$ cat config.mk
export PLATFORM = sky130hd
export DESIGN_NAME = comparator_reference_control
export DESIGN_NICKNAME = d
export VERILOG_FILES = /design/src/hdl/ref_ctrl_pkg.sv /design/src/hdl/ref_level_calc.sv /design/src/hdl/comparator_reference_control.sv
export SDC_FILE = /design/constraint.sdc
export NUM_CORES = 1
export LEC_CHECK = 0
export ABC_CLOCK_PERIOD_IN_PS = 2000
export BUFFER_PORTS_ARGS = -buffer_cell sky130_fd_sc_hd__buf_4
export CAP_MARGIN = 10
export CORE_ASPECT_RATIO = 0.5
export CORE_MARGIN = 2
export CORE_UTILIZATION = 24
export DETAILED_ROUTE_END_ITERATION = 8
export PLACE_DENSITY = 0.59
export SYNTH_ARGS = -nofsm -noshare
export SYNTH_HDL_FRONTEND = slang
export SYNTH_SLANG_ARGS = --single-unit
$ cat constraint.sdc
create_clock -name ref_clk_i -period 2 [get_ports ref_clk_i]
set_input_delay 0.3 -clock ref_clk_i [delete_from_list [all_inputs] [get_ports ref_clk_i]]
set_output_delay 0.3 -clock ref_clk_i [all_outputs]
set_load 0.05 [all_outputs]
$ cat src/hdl/ref_ctrl_pkg.sv
// Package with register map, field layout and constants of the reference control block.
package ref_ctrl_pkg;
    // Printed offset 9Dh is not a multiple of four, so 9Ch and 9Dh are taken as word indices.
    localparam logic [7:0]  MODE_CTRL_INDEX   = 8'h9c;
    localparam logic [7:0]  LEVEL_CTRL_INDEX  = 8'h9d;
    localparam logic [11:0] MODE_CTRL_ADDR    = {2'b00, MODE_CTRL_INDEX, 2'b00};
    localparam logic [11:0] LEVEL_CTRL_ADDR   = {2'b00, LEVEL_CTRL_INDEX, 2'b00};
    localparam logic [7:0]  MODE_CTRL_RESET   = 8'h07;
    localparam logic [7:0]  LEVEL_CTRL_RESET  = 8'h00;
    localparam logic [7:0]  LEVEL_CTRL_MASK   = 8'hef;
    localparam logic [7:0]  MODE_CTRL_WMASK   = 8'h3f;
    localparam int          POWER_BIT         = 7;
    localparam int          PIN_DRIVE_BIT     = 6;
    localparam int          RANGE_BIT         = 5;
    localparam int          TAP_MSB           = 3;
    localparam int          MODE_MSB          = 2;
    localparam int          CMP1_OUT_BIT      = 6;
    localparam int          CMP2_OUT_BIT      = 7;
    localparam logic [2:0]  MODE_INTERNAL_REF = 3'b110;
    // Level is in 96ths of the ladder source, common denominator of 24 and 32.
    localparam logic [6:0]  QUARTER_96THS     = 7'h18;
    localparam logic [6:0]  STEP24_96THS      = 7'h04;
    localparam logic [6:0]  STEP32_96THS      = 7'h03;
endpackage

$ cat src/hdl/ref_level_calc.sv
// Tap code to reference level arithmetic, in 96ths of the ladder source.
`timescale 1ns/10ps
`default_nettype none
module ref_level_calc (
    input  wire logic [3:0] tap_code_i,
    input  wire logic       range_select_i,
    output logic      [6:0] level_o
);
    wire [6:0] tap_wide = {3'b000, tap_code_i};
    wire [6:0] low_range = 7'(tap_wide * ref_ctrl_pkg::STEP24_96THS);
    wire [6:0] high_range = 7'(ref_ctrl_pkg::QUARTER_96THS + tap_wide * ref_ctrl_pkg::STEP32_96THS);
    assign level_o = range_select_i ? low_range : high_range;
endmodule // ref_level_calc
`default_nettype wire

$ cat src/hdl/comparator_reference_control.sv
// APB register slave and digital control of the comparator voltage reference.
`timescale 1ns/10ps
`default_nettype none
module comparator_reference_control (
    input  wire logic        ref_clk_i,
    input  wire logic        reset_n_i,
    input  wire logic        psel_i,
    input  wire logic        penable_i,
    input  wire logic        pwrite_i,
    input  wire logic [11:0] paddr_i,
    input  wire logic [31:0] pwdata_i,
    input  wire logic [3:0]  pstrb_i,
    output logic      [31:0] prdata_o,
    output logic             pready_o,
    output logic             pslverr_o,
    input  wire logic        cmp1_out_i,
    input  wire logic        cmp2_out_i,
    output logic             ladder_power_o,
    output logic             pin_drive_o,
    output logic      [3:0]  tap_select_o,
    output logic      [6:0]  reference_level_o,
    output logic             cmp_internal_ref_o,
    output logic             cmp1_plus_ref_o,
    output logic             cmp2_plus_ref_o,
    output logic      [2:0]  comparator_mode_field_o
);
    logic [7:0] reference_level_control;
    logic [7:0] comparator_mode_control;
    logic [6:0] level_calc;
    logic [31:0] next_prdata;
    logic        next_pslverr;

    wire access_phase = psel_i && penable_i;
    wire hit_level = (paddr_i == ref_ctrl_pkg::LEVEL_CTRL_ADDR);
    wire hit_mode = (paddr_i == ref_ctrl_pkg::MODE_CTRL_ADDR);
    wire mapped = hit_level || hit_mode;
    wire byte0_write = access_phase && pwrite_i && pstrb_i[0];
    wire write_level = byte0_write && hit_level;
    wire write_mode = byte0_write && hit_mode;
    // Comparator outputs are live status, the rest is stored.
    wire [7:0] mode_read = {cmp2_out_i, cmp1_out_i,
                            comparator_mode_control[5:0]};
    wire [7:0] level_read = reference_level_control & ref_ctrl_pkg::LEVEL_CTRL_MASK;
    wire [2:0] mode_field = comparator_mode_control[ref_ctrl_pkg::MODE_MSB:0];
    wire internal_ref = (mode_field == ref_ctrl_pkg::MODE_INTERNAL_REF);
    wire [3:0] tap_code = reference_level_control[ref_ctrl_pkg::TAP_MSB:0];

    ref_level_calc u_level_calc (
        .tap_code_i     (tap_code),
        .range_select_i (reference_level_control[ref_ctrl_pkg::RANGE_BIT]),
        .level_o        (level_calc)
    );

    always_comb begin
        next_prdata = prdata_o;
        next_pslverr = 1'b0;
        if (access_phase) begin
            next_pslverr = !mapped;
            if (hit_level) begin
                next_prdata = {24'h00_0000, level_read};
            end else if (hit_mode) begin
                next_prdata = {24'h00_0000, mode_read};
            end else begin
                next_prdata = 32'h0000_0000;
            end
        end
    end

    // Zero-wait slave; read data is registered at the completing edge.
    assign pready_o = 1'b1;

    always_ff @(posedge ref_clk_i or negedge reset_n_i) begin
        if (!reset_n_i) begin
            reference_level_control <= ref_ctrl_pkg::LEVEL_CTRL_RESET;
            comparator_mode_control <= ref_ctrl_pkg::MODE_CTRL_RESET;
        end else begin
            if (write_level) begin
                reference_level_control <= pwdata_i[7:0] & ref_ctrl_pkg::LEVEL_CTRL_MASK;
            end
            if (write_mode) begin
                comparator_mode_control <= pwdata_i[7:0] & ref_ctrl_pkg::MODE_CTRL_WMASK;
            end
        end
    end

    // Data outputs come from flip-flops so the analog side never sees bus glitches.
    always_ff @(posedge ref_clk_i or negedge reset_n_i) begin
        if (!reset_n_i) begin
            prdata_o <= 32'h0000_0000;
            pslverr_o <= 1'b0;
            reference_level_o <= 7'h00;
            cmp_internal_ref_o <= 1'b0;
            cmp1_plus_ref_o <= 1'b0;
            cmp2_plus_ref_o <= 1'b0;
        end else begin
            prdata_o <= next_prdata;
            pslverr_o <= next_pslverr;
            // Powered-down ladder reports zero rather than a stale level.
            reference_level_o <= reference_level_control[ref_ctrl_pkg::POWER_BIT] ?
                                 level_calc : 7'h00;
            cmp_internal_ref_o <= internal_ref;
            cmp1_plus_ref_o <= internal_ref;
            cmp2_plus_ref_o <= internal_ref;
        end
    end

    assign ladder_power_o = reference_level_control[ref_ctrl_pkg::POWER_BIT];
    assign pin_drive_o = reference_level_control[ref_ctrl_pkg::PIN_DRIVE_BIT];
    assign tap_select_o = tap_code;
    assign comparator_mode_field_o = mode_field;
endmodule // comparator_reference_control
`default_nettype wire

Yosys cells after proc, flatten, opt, wreduce, memory -nomap -nowiden
Index checks and enable logic that the tools add are counted.
{"block": "totals", "reg_bits": 54, "latch_bits": 0, "ram_bits": 0, "rom_bits": 0, "inputBits": 55, "output_inout_bits": 53, "wordCells": 23, "memories": 0}
{"block": "op_classes", "addsub": 1, "n_mul": 1, "n_div": 0, "order_cmp": 0, "n_eq_ne": 3, "n_shift": 0, "muxes": 5, "bitwise_logic": 0, "reduce_logical": 7}
{"operator": "$mux W32", "count": 1}
{"operator": "$eq A12 B10 Y1 const B", "count": 2}
{"operator": "$mux W7", "count": 2}
{"operator": "$mux W8", "count": 1}
{"operator": "$add A5 B7 Y7 const A", "count": 1}
{"operator": "$mul A4 B2 Y6 const B", "count": 1}
{"operator": "$logic_and A1 B1 Y1", "count": 5}
{"operator": "$eq A3 B3 Y1 const B", "count": 1}
{"operator": "$logic_not A1 Y1", "count": 1}
{"operator": "$logic_or A1 B1 Y1", "count": 1}
{"operator": "$mux W1", "count": 1}

Logic depth before layout (Yosys ltp)
Gate-level depths: netlist (run 1).
{"block": "logic_depth", "ltp_word": 4, "mapped_depth": 7, "ltp_nobuf": 7}

Cells and area by module
Synthesis (run 1) repeated with hierarchy kept, for this count alone.
{"block": "hier_totals", "hier_cells": 151, "area_unflattened_um2": 1707.9}
{"module": "comparator_reference_control", "n_inst": 1, "cells_per_inst": 124, "area_each_um2": 1471.4, "seq_area_each_um2": 754.5}
{"module": "ref_level_calc", "n_inst": 1, "cells_per_inst": 27, "area_each_um2": 236.5, "seq_area_each_um2": 0.0}

Least setup slack after synthesis (run 1)
OpenSTA, ideal clock, no wires.
{"block": "synth_timing", "path_kind": "reg2reg", "from": "register reference_level_control[1]", "to": "register reference_level_o[5]", "setup_ns": 0.126, "arrival_time_ns": 2.164, "required_ns": 1.874, "slack_ns": -0.290, "stages_incl_launch_ff": 8, "path_buffers": 0, "synth_period_minus_slack_ns": 2.290, "cell_sequence": "dfrtp_1 ha_1 inv_1 fa_1 xnor2_1 ha_1 o21a_1 o311a_1"}
{"block": "synth_between", "elab_chain_len": 4}
{"element": "from (decl)", "line": "comparator_reference_control.sv:27", "text": "logic [7:0] reference_level_control;"}
{"element": "from (signal assigned)", "line": "comparator_reference_control.sv:74", "text": "reference_level_control <= ref_ctrl_pkg::LEVEL_CTRL_RESET;"}
{"element": "from (signal assigned)", "line": "comparator_reference_control.sv:78", "text": "reference_level_control <= pwdata_i[7:0] & ref_ctrl_pkg::LEVEL_CTRL_MASK;"}
{"element": "$mul A4 B2 Y6", "line": "ref_level_calc.sv:11", "text": "wire [6:0] high_range = 7'(ref_ctrl_pkg::QUARTER_96THS + tap_wide * ref_ctrl_pkg::STEP32_96THS);"}
{"element": "$add A5 B7 Y7", "line": "ref_level_calc.sv:11"}
{"element": "$mux W7", "line": "ref_level_calc.sv:12", "text": "assign level_o = range_select_i ? low_range : high_range;"}
{"element": "$mux W7", "line": "comparator_reference_control.sv:99", "text": "reference_level_o <= reference_level_control[ref_ctrl_pkg::POWER_BIT] ?"}
{"element": "to (signal assigned)", "line": "comparator_reference_control.sv:99"}
{"element": "to (decl)", "line": "comparator_reference_control.sv:21", "text": "output logic [6:0] reference_level_o,"}
Every way passes these cells.
A chain may end at the register's enable or synchronous reset.

Final worst setup path (run 1)
Ends and elaborated chain as after synthesis.

==> results of run 1 <==
[report_power, final]
group | total [W] | internal, W | switching, W
sequential | 0.000610 | 0.000609 | 0.000000476
clock | 0.000833 | 0.000581 | 0.000252
combinational | 0.000180 | 0.0000419 | 0.000138
total | 0.00162 | 0.00123 | 0.000391
[critical path: cells and delay by family (launching register included)]
kind	cells	cell delay (ns)
xor+xnor	1	0.15
buf+inv	1	0.05
compound gates	2	0.42
fa+ha+maj	3	0.75
flops	1	0.42
[sequential cells by signal, indices dropped and copies added, names as in the netlist]
name and cells:
cmp2_plus_ref_o 1, comparator_mode_control 6, prdata_o 8, pslverr_o 1, reference_level_control 7, reference_level_o 7
[stage by stage]
stage	setup WS, ns	utilization	cell area, sq um	TNS, ns	total power (W)
after detailed placement	0.00371	0.319	2170	0	0.000798
after global routing	-0.00373	0.352	2390	-0.00373	0.00169
final	0.0967	0.352	2390	0	0.00162
after floorplan	-0.0128	-	1820	-0.0128	0.000776
after CTS	0.0488	0.346	2350	0	0.00163
after global placement	0.0251	0.319	2170	0	0.000797
[final cells by class]
class / count / area share
clock buffers: 5 / 0.0523
clock inverters: 3 / 0.0167
inverters: 15 / 0.0235
multi-input cells: 99 / 0.321
flip-flops and latches: 30 / 0.317
well taps: 92 / 0.0481
repair buffers: 70 / 0.221
[layout by cell type (no fill, tap or decap), drive strengths merged, types with 2 or more instances in the layout]
cell    netlist  final
a21oi         3      3
xnor2         2      2
dfstp         3      3
nor4          2      2
nor3          3      3
or4           3      3
buf          32     69
ha            5      5
o221ai        7      7
mux2         13     13
clkinv        0      2
clkbuf        1      5
conb          2     25
a211oi        2      2
inv          15     15
nand2        15     15
nor2          4      4
dfrtp        27     27
or4b          2      2
[worst max path at each step]
stage                                                 from  cells after the start                                      to
detailed placement  reference_level_control[1]$_DFFE_PN0P_                      7          reference_level_o[5]$_DFF_PN0_
global placement                                paddr_i[8]                      5  reference_level_control[0]$_DFFE_PN0P_
finish              reference_level_control[1]$_DFFE_PN0P_                      7          reference_level_o[5]$_DFF_PN0_
global route        reference_level_control[1]$_DFFE_PN0P_                      7          reference_level_o[5]$_DFF_PN0_
CTS                 reference_level_control[1]$_DFFE_PN0P_                      7          reference_level_o[5]$_DFF_PN0_
floorplan           reference_level_control[1]$_DFFE_PN0P_                      7          reference_level_o[5]$_DFF_PN0_
[metal layers]
layer  routed length, um  vias up  global-route usage
li1                    -      606                   -
met1                1600      614               0.118
met2                1840       39               0.161
met3                 133        7              0.0170
met4                  72        0              0.0440
met5                   0        -                   0
[cell families (layout without fill, tap and decap cells)]
group / after synthesis / in the layout / share of synthesized area
AND/OR/NAND/NOR: 34 / 34 / 0.123
XOR/XNOR: 2 / 2 / 0.0102
adder cells (fa/ha/maj): 6 / 6 / 0.0481
other: 2 / 25 / 0.00438
buffers and inverters: 48 / 93 / 0.179
multiplexers: 14 / 14 / 0.0912
AO/OA/AOI/OAI: 18 / 18 / 0.104
flip-flops: 30 / 30 / 0.440
[synth_stat cells, drive strengths merged]
| cell | count | area [sq um] |
|---|---|---|
| or4 | 3 | 22.5 |
| nor2 | 4 | 15.0 |
| a211oi | 2 | 15.0 |
| o21a | 1 | 7.51 |
| ha | 5 | 62.6 |
| xnor2 | 2 | 17.5 |
| nor4 | 2 | 42.5 |
| or4b | 2 | 23.8 |
| nor3b | 1 | 7.51 |
| mux2i | 1 | 10.0 |
| nand4 | 1 | 6.26 |
| a31oi | 1 | 6.26 |
| dfrtp | 27 | 676 |
| inv | 15 | 56.3 |
| a21oi | 3 | 15.0 |
| nor3 | 3 | 15.0 |
| o211ai | 1 | 7.51 |
| clkbuf | 1 | 3.75 |
| o21ai | 1 | 5.00 |
| nand2 | 15 | 56.3 |
| mux2 | 13 | 146 |
| o221ai | 7 | 105 |
| dfstp | 3 | 78.8 |
| fa | 1 | 20.0 |
| o311a | 1 | 10.0 |
| nor2b | 1 | 6.26 |
| nand4b | 1 | 8.76 |
| buf | 32 | 248 |
| o21bai | 1 | 7.51 |
| and3 | 1 | 6.26 |
| conb | 2 | 7.51 |
[what timing repair did]
item / in CTS / in global routing
pin swaps: 0 / 4
setup buffers: 0 / 4
hold buffers: 1 / 0
gates resized for setup: 1 / 2
endpoints found under the hold margin: 27 / 0
setup endpoints to repair: 1 / 1
==> qor.txt, run 1 <==
Hold path cells - 2
Hold Path Sink - reference_level_control[7]$_DFFE_PN0P_
Placer Congestion - 0.750
Filler cells - 668
R2R Path Start - reference_level_control[1]$_DFFE_PN0P_
Flop2flop setup slack - 0.1 ns
Core ar. - 6810 sq um
Worst Hold Slack - 0.263 ns
Final period util - 0.952
Cts bufs inserted - 5
Seq/Total Area, Yosys - 0.440
Total Routing Usage GR - 0.0952
Drt first pass iters - 4
Peak supply drop - 336 uV
Worst setup EP type - flip-flop
Ys Warns - 0
Max-slew violations - 0
Startpoint Class - flip-flop
P_leak - 1.19 nW
H-Tree Depth - 2
CP cell instances - ha_4 > inv_1 > fa_2 > xnor2_2 > ha_2 > o21a_1 > o311a_1
Critical path's slowest cell - dfrtp_2
Pwr per Cell Area - 678 nW/um^2
Fin. Hold Viols - 0
PortBufs - 55
Cells after Synth - 154
First-pass GRT wire length - 5850 um
Critical R2R Capture - reference_level_o[5]$_DFF_PN0_
Flop and latch count out of synthesis - 30
Largest net degree at the start of global routing - 31
Number of diodes - 0
Vias in the first global route - 1246
Worst reg-to-reg path cell count - 7
CTS Root Cell - clkbuf_16
Post-route insts no fill - 314
# rows - 21
Global route overflow - 0
DRT Wirelength - 3650 um
Max Cap Viol - 0
Die width - 124 um
Via Count - 1266
Initial antenna violation count - 0
Final setup viols - 0
Run status - finished, final reports clean
Area of the multi-input gates - 768 sq um
Critical path's largest stage delay - 0.42 ns
Fmax achieved - 0.525 GHz
WS Path Type - flip-flop to flip-flop
Clk sinks - 30
Avg Cell Area, Syn - 11.1 sq um
Final #Nets - 282
DR WL/cell - 11.6 um
Clock Skew - 0.00671 ns
Post-DP HPWL - 2820 um
Longest Clk Path Bufs - 2
Post-synthesis instance area - 1720 sq um
Clock Pin Slew Worst Setup and Hold Paths - 0.05 ns
HP Class - primary input to flip-flop
Distinct cells, synth - 33
Vias per std cell - 4.03
CP required - 2.15 ns
CP max FO - 5
HP Start - pwdata_i[7]
1st-iter DRT viols - 54
Die Y - 63.8 um
CTS tree - built
Layout Area Growth over Synthesis - 39.5%
Placed Instances - 301
Initial cell density of the core - 0.252
Final min period - 1.90 ns
Reg area - 759 sq um
Crit path arrival time - 2.06 ns
DRC viols - 0
Number of I/O pins - 108
Post-route antenna net violation count - 0
Die Area - 7880 sq um
Worst skew pair latency - 0.27 ns
Layout cells sized above 1 - 0.505
No activity file was read; power rests on OpenSTA's default activity.
==> run 2: changes to the inputs <==
--- a/config.mk
+++ b/config.mk
@@ -13,6 +13,7 @@
 export CORE_UTILIZATION = 24
 export DETAILED_ROUTE_END_ITERATION = 8
 export PLACE_DENSITY = 0.59
+export SETUP_SLACK_MARGIN = 0.02
 export SYNTH_ARGS = -nofsm -noshare
 export SYNTH_HDL_FRONTEND = slang
 export SYNTH_SLANG_ARGS = --single-unit
==> constraint.sdc (replaced) <==
create_clock -name ref_clk_i -period 2 [get_ports ref_clk_i]
set_input_delay 0.3 -clock ref_clk_i [delete_from_list [all_inputs] [get_ports ref_clk_i]]
set_output_delay 0.3 -clock ref_clk_i [all_outputs]
set_load 0.1 [all_outputs]
==> run 2 against run 1 <==
  * Critical endpoint unchanged
  * Die area stayed put
  * Maximum frequency shrank 0.20%
  * Critical path type unchanged
  * Largest cell class unchanged
  * Worst hold slack better by 0.00082 ns
==> qor.txt, run 2 (same netlist as run 1, synthesis figures left out) <==
Max reg flops - 8 (unchanged)
DRT Wirelength - 3750 um (+2.7%)
1st-iter DRT viols - 43 (-20%)
Number of I/O pins - 108 (unchanged)
Longest Clk Path Bufs - 2 (unchanged)
Setup ws final - 0.0930 ns (-0.00375 ns)
Largest Register - prdata_o
Most frequent cells in the layout - 63 x buf_4, 25 x conb_1, 23 x dfrtp_1
Clk sinks - 30 (unchanged)
Global route overflow - 0 (unchanged)
Max-slew violations - 0 (unchanged)
Post-DP HPWL - 2920 um (+3.4%)
H-Tree Depth - 2 (unchanged)
Number of diodes - 0 (unchanged)
Max Cap Viol - 0 (unchanged)
Clock Skew - 0.00497 ns (-0.00175 ns)
Total power - 0.00162 W (+0.10%)
Layout cells sized above 1 - 0.509 (+0.00475)
Final #Nets - 276 (-2.1%)
Hold path cells - 2 (unchanged)
Worst setup EP type - flip-flop
Layout Area Growth over Synthesis - 38.1%
Post-route antenna net violation count - 0 (unchanged)
Final min period - 1.91 ns (+0.00375 ns)
Initial cell density of the core - 0.252 (unchanged)
Critical path's largest stage delay - 0.47 ns (+0.05 ns)
CP max FO - 5 (unchanged)
CP cell instances - ha_4 > inv_2 > fa_2 > xnor2_2 > ha_2 > nor3_2 > o311a_1
P_int - 0.00114 W (-7.3%)
Worst path depth - 7 (unchanged)
Drt first pass iters - 4 (unchanged)
Via Count - 1259 (-0.55%)
Placer Congestion - 0.792 (+5.6%)
Critical path's slowest cell - dfrtp_4
Final setup viols - 0 (unchanged)
Commonest non-fill, non-tap cell in the layout - buf_4
Initial antenna violation count - 0 (unchanged)
Worst skew pair latency - 0.27 ns (about the same)
DR WL/cell - 12.2 um (+4.7%)
Sw frac - 0.297 (+0.0561)
Run status - finished, final reports clean
RSZ-0062 raised after global routing - false
Total Routing Usage GR - 0.104 (+0.00905)
Fin. Hold Viols - 0 (unchanged)
Cts bufs inserted - 5 (unchanged)
Place WS - 0.0313 ns (+0.0276 ns)
Sequential share of power - 0.376 (about the same)
First-pass GRT wire length - 6300 um (+7.7%)
Critical path buffer and inverter count - 1 (unchanged)
GRT busiest layer - met2
Final period util - 0.954 (+0.00188)
Die Area - 7880 sq um (unchanged)
WS Path Type - flip-flop to flip-flop
HP Class - primary input to flip-flop
Setup TNS - 0 ns (unchanged)
Top Registers - prdata_o: 8 flops, reference_level_control: 7 flops, reference_level_o: 7 flops
Fmax achieved - 0.524 GHz (-0.20%)
Clk pwr share - 0.449 (-0.064)
Startpoint Class - flip-flop
Placed Instances - 297 (-1.3%)
DRC viols - 0 (unchanged)
Combinational share of power - 0.175 (+0.064)
Worst reg-to-reg path cell count - 7 (unchanged)
CTS tree - built
Crit path max-delay family - adder cells
Core ar. - 6810 sq um (unchanged)
Crit path arrival time - 2.06 ns (about the same)
CP required - 2.15 ns (about the same)
PortBufs - 55 (unchanged)
Vias per std cell - 4.09 (+1.4%)
Pwr per Cell Area - 686 nW/um^2 (+1.1%)
Sw power - 0.000482 W (+23%)
Clock Pin Slew Worst Setup and Hold Paths - 0.05 ns (about the same)
Peak supply drop - 269 uV (-20%)
Post-Route Utilization - 0.348 (-0.00331)
P_leak - 1.16 nW (-2.8%)
Met3 Use GR - 0.0286 (+0.0116)
Largest net degree at the start of global routing - 31 (unchanged)
Met1 GRT Util - 0.119 (+0.000197)
Die width - 124 um (unchanged)
Die Y - 63.8 um (unchanged)
Post-route insts no fill - 308 (-1.9%)
GR met2 Demand/Resource - 0.184 (+0.0234)
Vias in the first global route - 1328 (+6.6%)
# rows - 21 (unchanged)
CTS Root Cell - clkbuf_16
## run 2: metrics by stage
stage | cell area [sq um] | hold slack [ns]
after floorplan | 1850 | 0.00441
after global placement | 2170 | 0.245
after detailed placement | 2170 | 0.253
after CTS | 2330 | 0.262
after global routing | 2370 | 0.264
final | 2370 | 0.264
## run 2: final cells by class
cell class | instances | area, sq um
Timing Repair Buffer | 64 | 483
Sequential cell | 30 | 767
Fill cell | 669 | 4440
Inverter | 15 | 58.8
Multi-Input combinational cell | 99 | 798
Clock inverter | 1 | 5.00
Tap cell | 92 | 115
Clock buffer | 7 | 143
## run 2: power groups by stage
stage / clock network [W] / logic [W] / registers (W)
floorplan: 0 / 0.000254 / 0.000629
global placement: 0 / 0.000282 / 0.000620
detailed placement: 0 / 0.000284 / 0.000620
CTS: 0.000748 / 0.000286 / 0.000610
global route: 0.000780 / 0.000296 / 0.000610
finish: 0.000729 / 0.000285 / 0.000610
## run 2: timing repair
action / in CTS / in global routing
endpoints found under the hold margin: 27 / 0
hold buffers: 1 / 0
buffers inserted: 0 / 2
gates resized for setup: 0 / 3
setup endpoints to repair: 0 / 1
## run 2: worst paths after layout
path                       slack (ns)                                      to                              startpoint
setup / recovery                 0.09          reference_level_o[5]$_DFF_PN0_  reference_level_control[1]$_DFFE_PN0P_
hold / removal                   0.26  reference_level_control[7]$_DFFE_PN0P_                             pwdata_i[7]
setup reg to reg                 0.09          reference_level_o[5]$_DFF_PN0_  reference_level_control[1]$_DFFE_PN0P_
hold reg to reg                  0.50                 prdata_o[3]$_DFFE_PN0P_                 prdata_o[3]$_DFFE_PN0P_
max in group asynchronous        1.19  comparator_mode_control[2]$_DFFE_PN1P_                               reset_n_i
min in group asynchronous        0.49                     pslverr_o$_DFF_PN0_                               reset_n_i
## run 2: routing by layer
metal  part of all wire  vias up
li1                   -      592
met1               0.40      627
met3              0.057        4
met4              0.016        0
met5                  0        -
met2               0.53       36
==> run 3: changes to the inputs <==
--- a/config.mk
+++ b/config.mk
@@ -13,6 +13,7 @@
 export CORE_UTILIZATION = 24
 export DETAILED_ROUTE_END_ITERATION = 8
 export PLACE_DENSITY = 0.59
+export RECOVER_POWER = 25
 export SETUP_SLACK_MARGIN = 0.02
 export SYNTH_ARGS = -nofsm -noshare
 export SYNTH_HDL_FRONTEND = slang
==> run 3 against run 2 <==
  * Utilization barely moved
  * Register-to-register slack barely moved
  * Final area fell by 0.11%
  * Critical path depth did not move
  * Sequential cell count did not move
  * Sequential power barely moved
  * Power barely moved
  * First-iteration DRC count did not move
  * Critical endpoint unchanged
  * Largest power group unchanged
==> qor.txt, run 3 (same netlist as run 1, synthesis figures left out) <==
Pwr per Cell Area - 686 nW/um^2 (about the same)
Clock Pin Slew Worst Setup and Hold Paths - 0.05 ns (about the same)
CP cell instances - ha_4 > inv_2 > fa_2 > xnor2_2 > ha_2 > nor3_2 > o311a_1
Placer Congestion - 0.792 (unchanged)
RSZ-0062 raised after global routing - false
H-Tree Depth - 2 (unchanged)
Worst setup EP type - flip-flop
Fmax achieved - 0.524 GHz (unchanged)
Placed Instances - 297 (unchanged)
PortBufs - 55 (unchanged)
CTS Root Cell - clkbuf_16
Worst skew pair latency - 0.27 ns (about the same)
Die Area - 7880 sq um (unchanged)
Reg area - 767 sq um (unchanged)
Final #Nets - 276 (unchanged)
Critical path's slowest cell - dfrtp_4
Startpoint Class - flip-flop
Final setup viols - 0 (unchanged)
Die width - 124 um (unchanged)
1st-iter DRT viols - 43 (unchanged)
Crit path capture - reference_level_o[5]$_DFF_PN0_
CP max FO - 5 (unchanged)
Commonest non-fill, non-tap cell in the layout - buf_4
Crit path arrival time - 2.06 ns (about the same)
Filler cells - 670 (+0.15%)
Via Count - 1259 (unchanged)
Post-DP HPWL - 2920 um (unchanged)
Clk sinks - 30 (unchanged)
Place WS - 0.0313 ns (unchanged)
Peak supply drop - 269 uV (unchanged)
Critical R2R Capture - reference_level_o[5]$_DFF_PN0_
Crit path max-delay family - adder cells
Largest net degree at the start of global routing - 31 (unchanged)
DRC viols - 0 (unchanged)
Number of diodes - 0 (unchanged)
Total Routing Usage GR - 0.104 (unchanged)
Critical path buffer and inverter count - 1 (unchanged)
Relative slew slack - 0.511
Setup ws final - 0.0930 ns (unchanged)
Layout cells sized above 1 - 0.509 (unchanged)
Max Cap Viol - 0 (unchanged)
Top Registers - prdata_o: 8 flops, reference_level_control: 7 flops, reference_level_o: 7 flops
Final min period - 1.91 ns (unchanged)
HP Class - primary input to flip-flop
CTS tree - built
Vias in the first global route - 1328 (unchanged)
Post-route antenna net violation count - 0 (unchanged)
Initial antenna violation count - 0 (unchanged)
Max reg flops - 8 (unchanged)
Worst reg-to-reg path cell count - 7 (unchanged)
First-pass GRT wire length - 6300 um (unchanged)
Run status - finished, final reports clean
DR WL/cell - 12.2 um (about the same)
Global route overflow - 0 (unchanged)
Clock Skew - 0.00497 ns (unchanged)
Longest Clk Path Bufs - 2 (unchanged)
Final period util - 0.954 (unchanged)
Post-Route Utilization - 0.348 (-0.000368)
Critical path's largest stage delay - 0.47 ns (about the same)
Total power - 0.00162 W (about the same)
Layout Area Growth over Synthesis - 38.0%
Core ar. - 6810 sq um (unchanged)
P_leak - 1.16 nW (about the same)
CP required - 2.15 ns (about the same)
Crit. Startpoint - reference_level_control[1]$_DFFE_PN0P_
Tightest Pin Transition - 0.734 ns
Area of the multi-input gates - 798 sq um (unchanged)
Fin. Hold Viols - 0 (unchanged)
Worst Hold Slack - 0.264 ns (unchanged)
Drt first pass iters - 4 (unchanged)
R2R Path Start - reference_level_control[1]$_DFFE_PN0P_
Max-slew violations - 0 (unchanged)
Initial cell density of the core - 0.252 (unchanged)
Hold path cells - 2 (unchanged)
Vias per std cell - 4.09 (unchanged)
Cts bufs inserted - 5 (unchanged)
Most frequent cells in the layout - 62 x buf_4, 25 x conb_1, 23 x dfrtp_1
Die Y - 63.8 um (unchanged)
Worst path depth - 7 (unchanged)
Largest Register - prdata_o
Number of I/O pins - 108 (unchanged)
WS Path Type - flip-flop to flip-flop
Post-route insts no fill - 308 (unchanged)
# rows - 21 (unchanged)
Flop2flop setup slack - 0.09 ns (about the same)
DRT Wirelength - 3750 um (about the same)
-- run 3: worst reg2reg max path: cells and delay by family, from the launching register on --
kind / cells / cell delay (ns)
adders and majority gates: 3 / 0.75
DFF: 1 / 0.47
AOI/OAI and AO/OA: 1 / 0.33
xor gates and xnor gates: 1 / 0.16
buffers and inverters: 1 / 0.04
and+or+nand+nor: 1 / 0.04
-- run 3: worst min-delay path by stage --
| stage | from | endpoint |
|---|---|---|
| 4_1_cts | pwdata_i[6] | reference_level_control[6]$_DFFE_PN0P_ |
| 6_report | pwdata_i[7] | reference_level_control[7]$_DFFE_PN0P_ |
| 5_1_grt | pwdata_i[7] | reference_level_control[7]$_DFFE_PN0P_ |
| 3_5_place_dp | reset_n_i | pslverr_o$_DFF_PN0_ |
| 3_3_place_gp | reset_n_i | pslverr_o$_DFF_PN0_ |
| 2_1_floorplan | reset_n_i | cmp2_plus_ref_o$_DFF_PN0_ |
-- run 3: per-stage QoR --
step / setup TNS [ns] / area, sq um
final: 0 / 2370
after global routing: 0 / 2370
after CTS: 0 / 2330
after detailed placement: 0 / 2170
after global placement: 0 / 2170
after floorplan: -0.0957 / 1850
-- run 3: area by class of cell --
| cell class | instances | share of cell area |
|---|---|---|
| clock buffers | 7 | 0.0603 |
| multi-input cells | 99 | 0.337 |
| flip-flops and latches | 30 | 0.324 |
| well taps | 92 | 0.0486 |
| inverters | 15 | 0.0248 |
| repair buffers | 64 | 0.203 |
| clock inverters | 1 | 0.00211 |
-- run 3: timing repair --
action	4_1_cts	5_1_grt
endpoints found under the hold margin	27	0
gates resized for setup	0	3
setup endpoints to repair	0	1
setup buffers	0	2
hold buffers	1	0
-- run 3: power by group --
part | internal [W] | switching [W] | total, W
Combinational | 0.0000406 | 0.000244 | 0.000284
Clock | 0.000491 | 0.000238 | 0.000729
Sequential | 0.000610 | 0.000000479 | 0.000610
Total | 0.00114 | 0.000482 | 0.00162
-- run 3: layer usage --
| layer | global-route usage | wire, um | vias up |
|---|---|---|---|
| li1 | - | - | 592 |
| met1 | 0.119 | 1480 | 627 |
| met2 | 0.184 | 1990 | 36 |
| met3 | 0.0286 | 215 | 4 |
| met4 | 0.0440 | 61 | 0 |
| met5 | 0 | 0 | - |
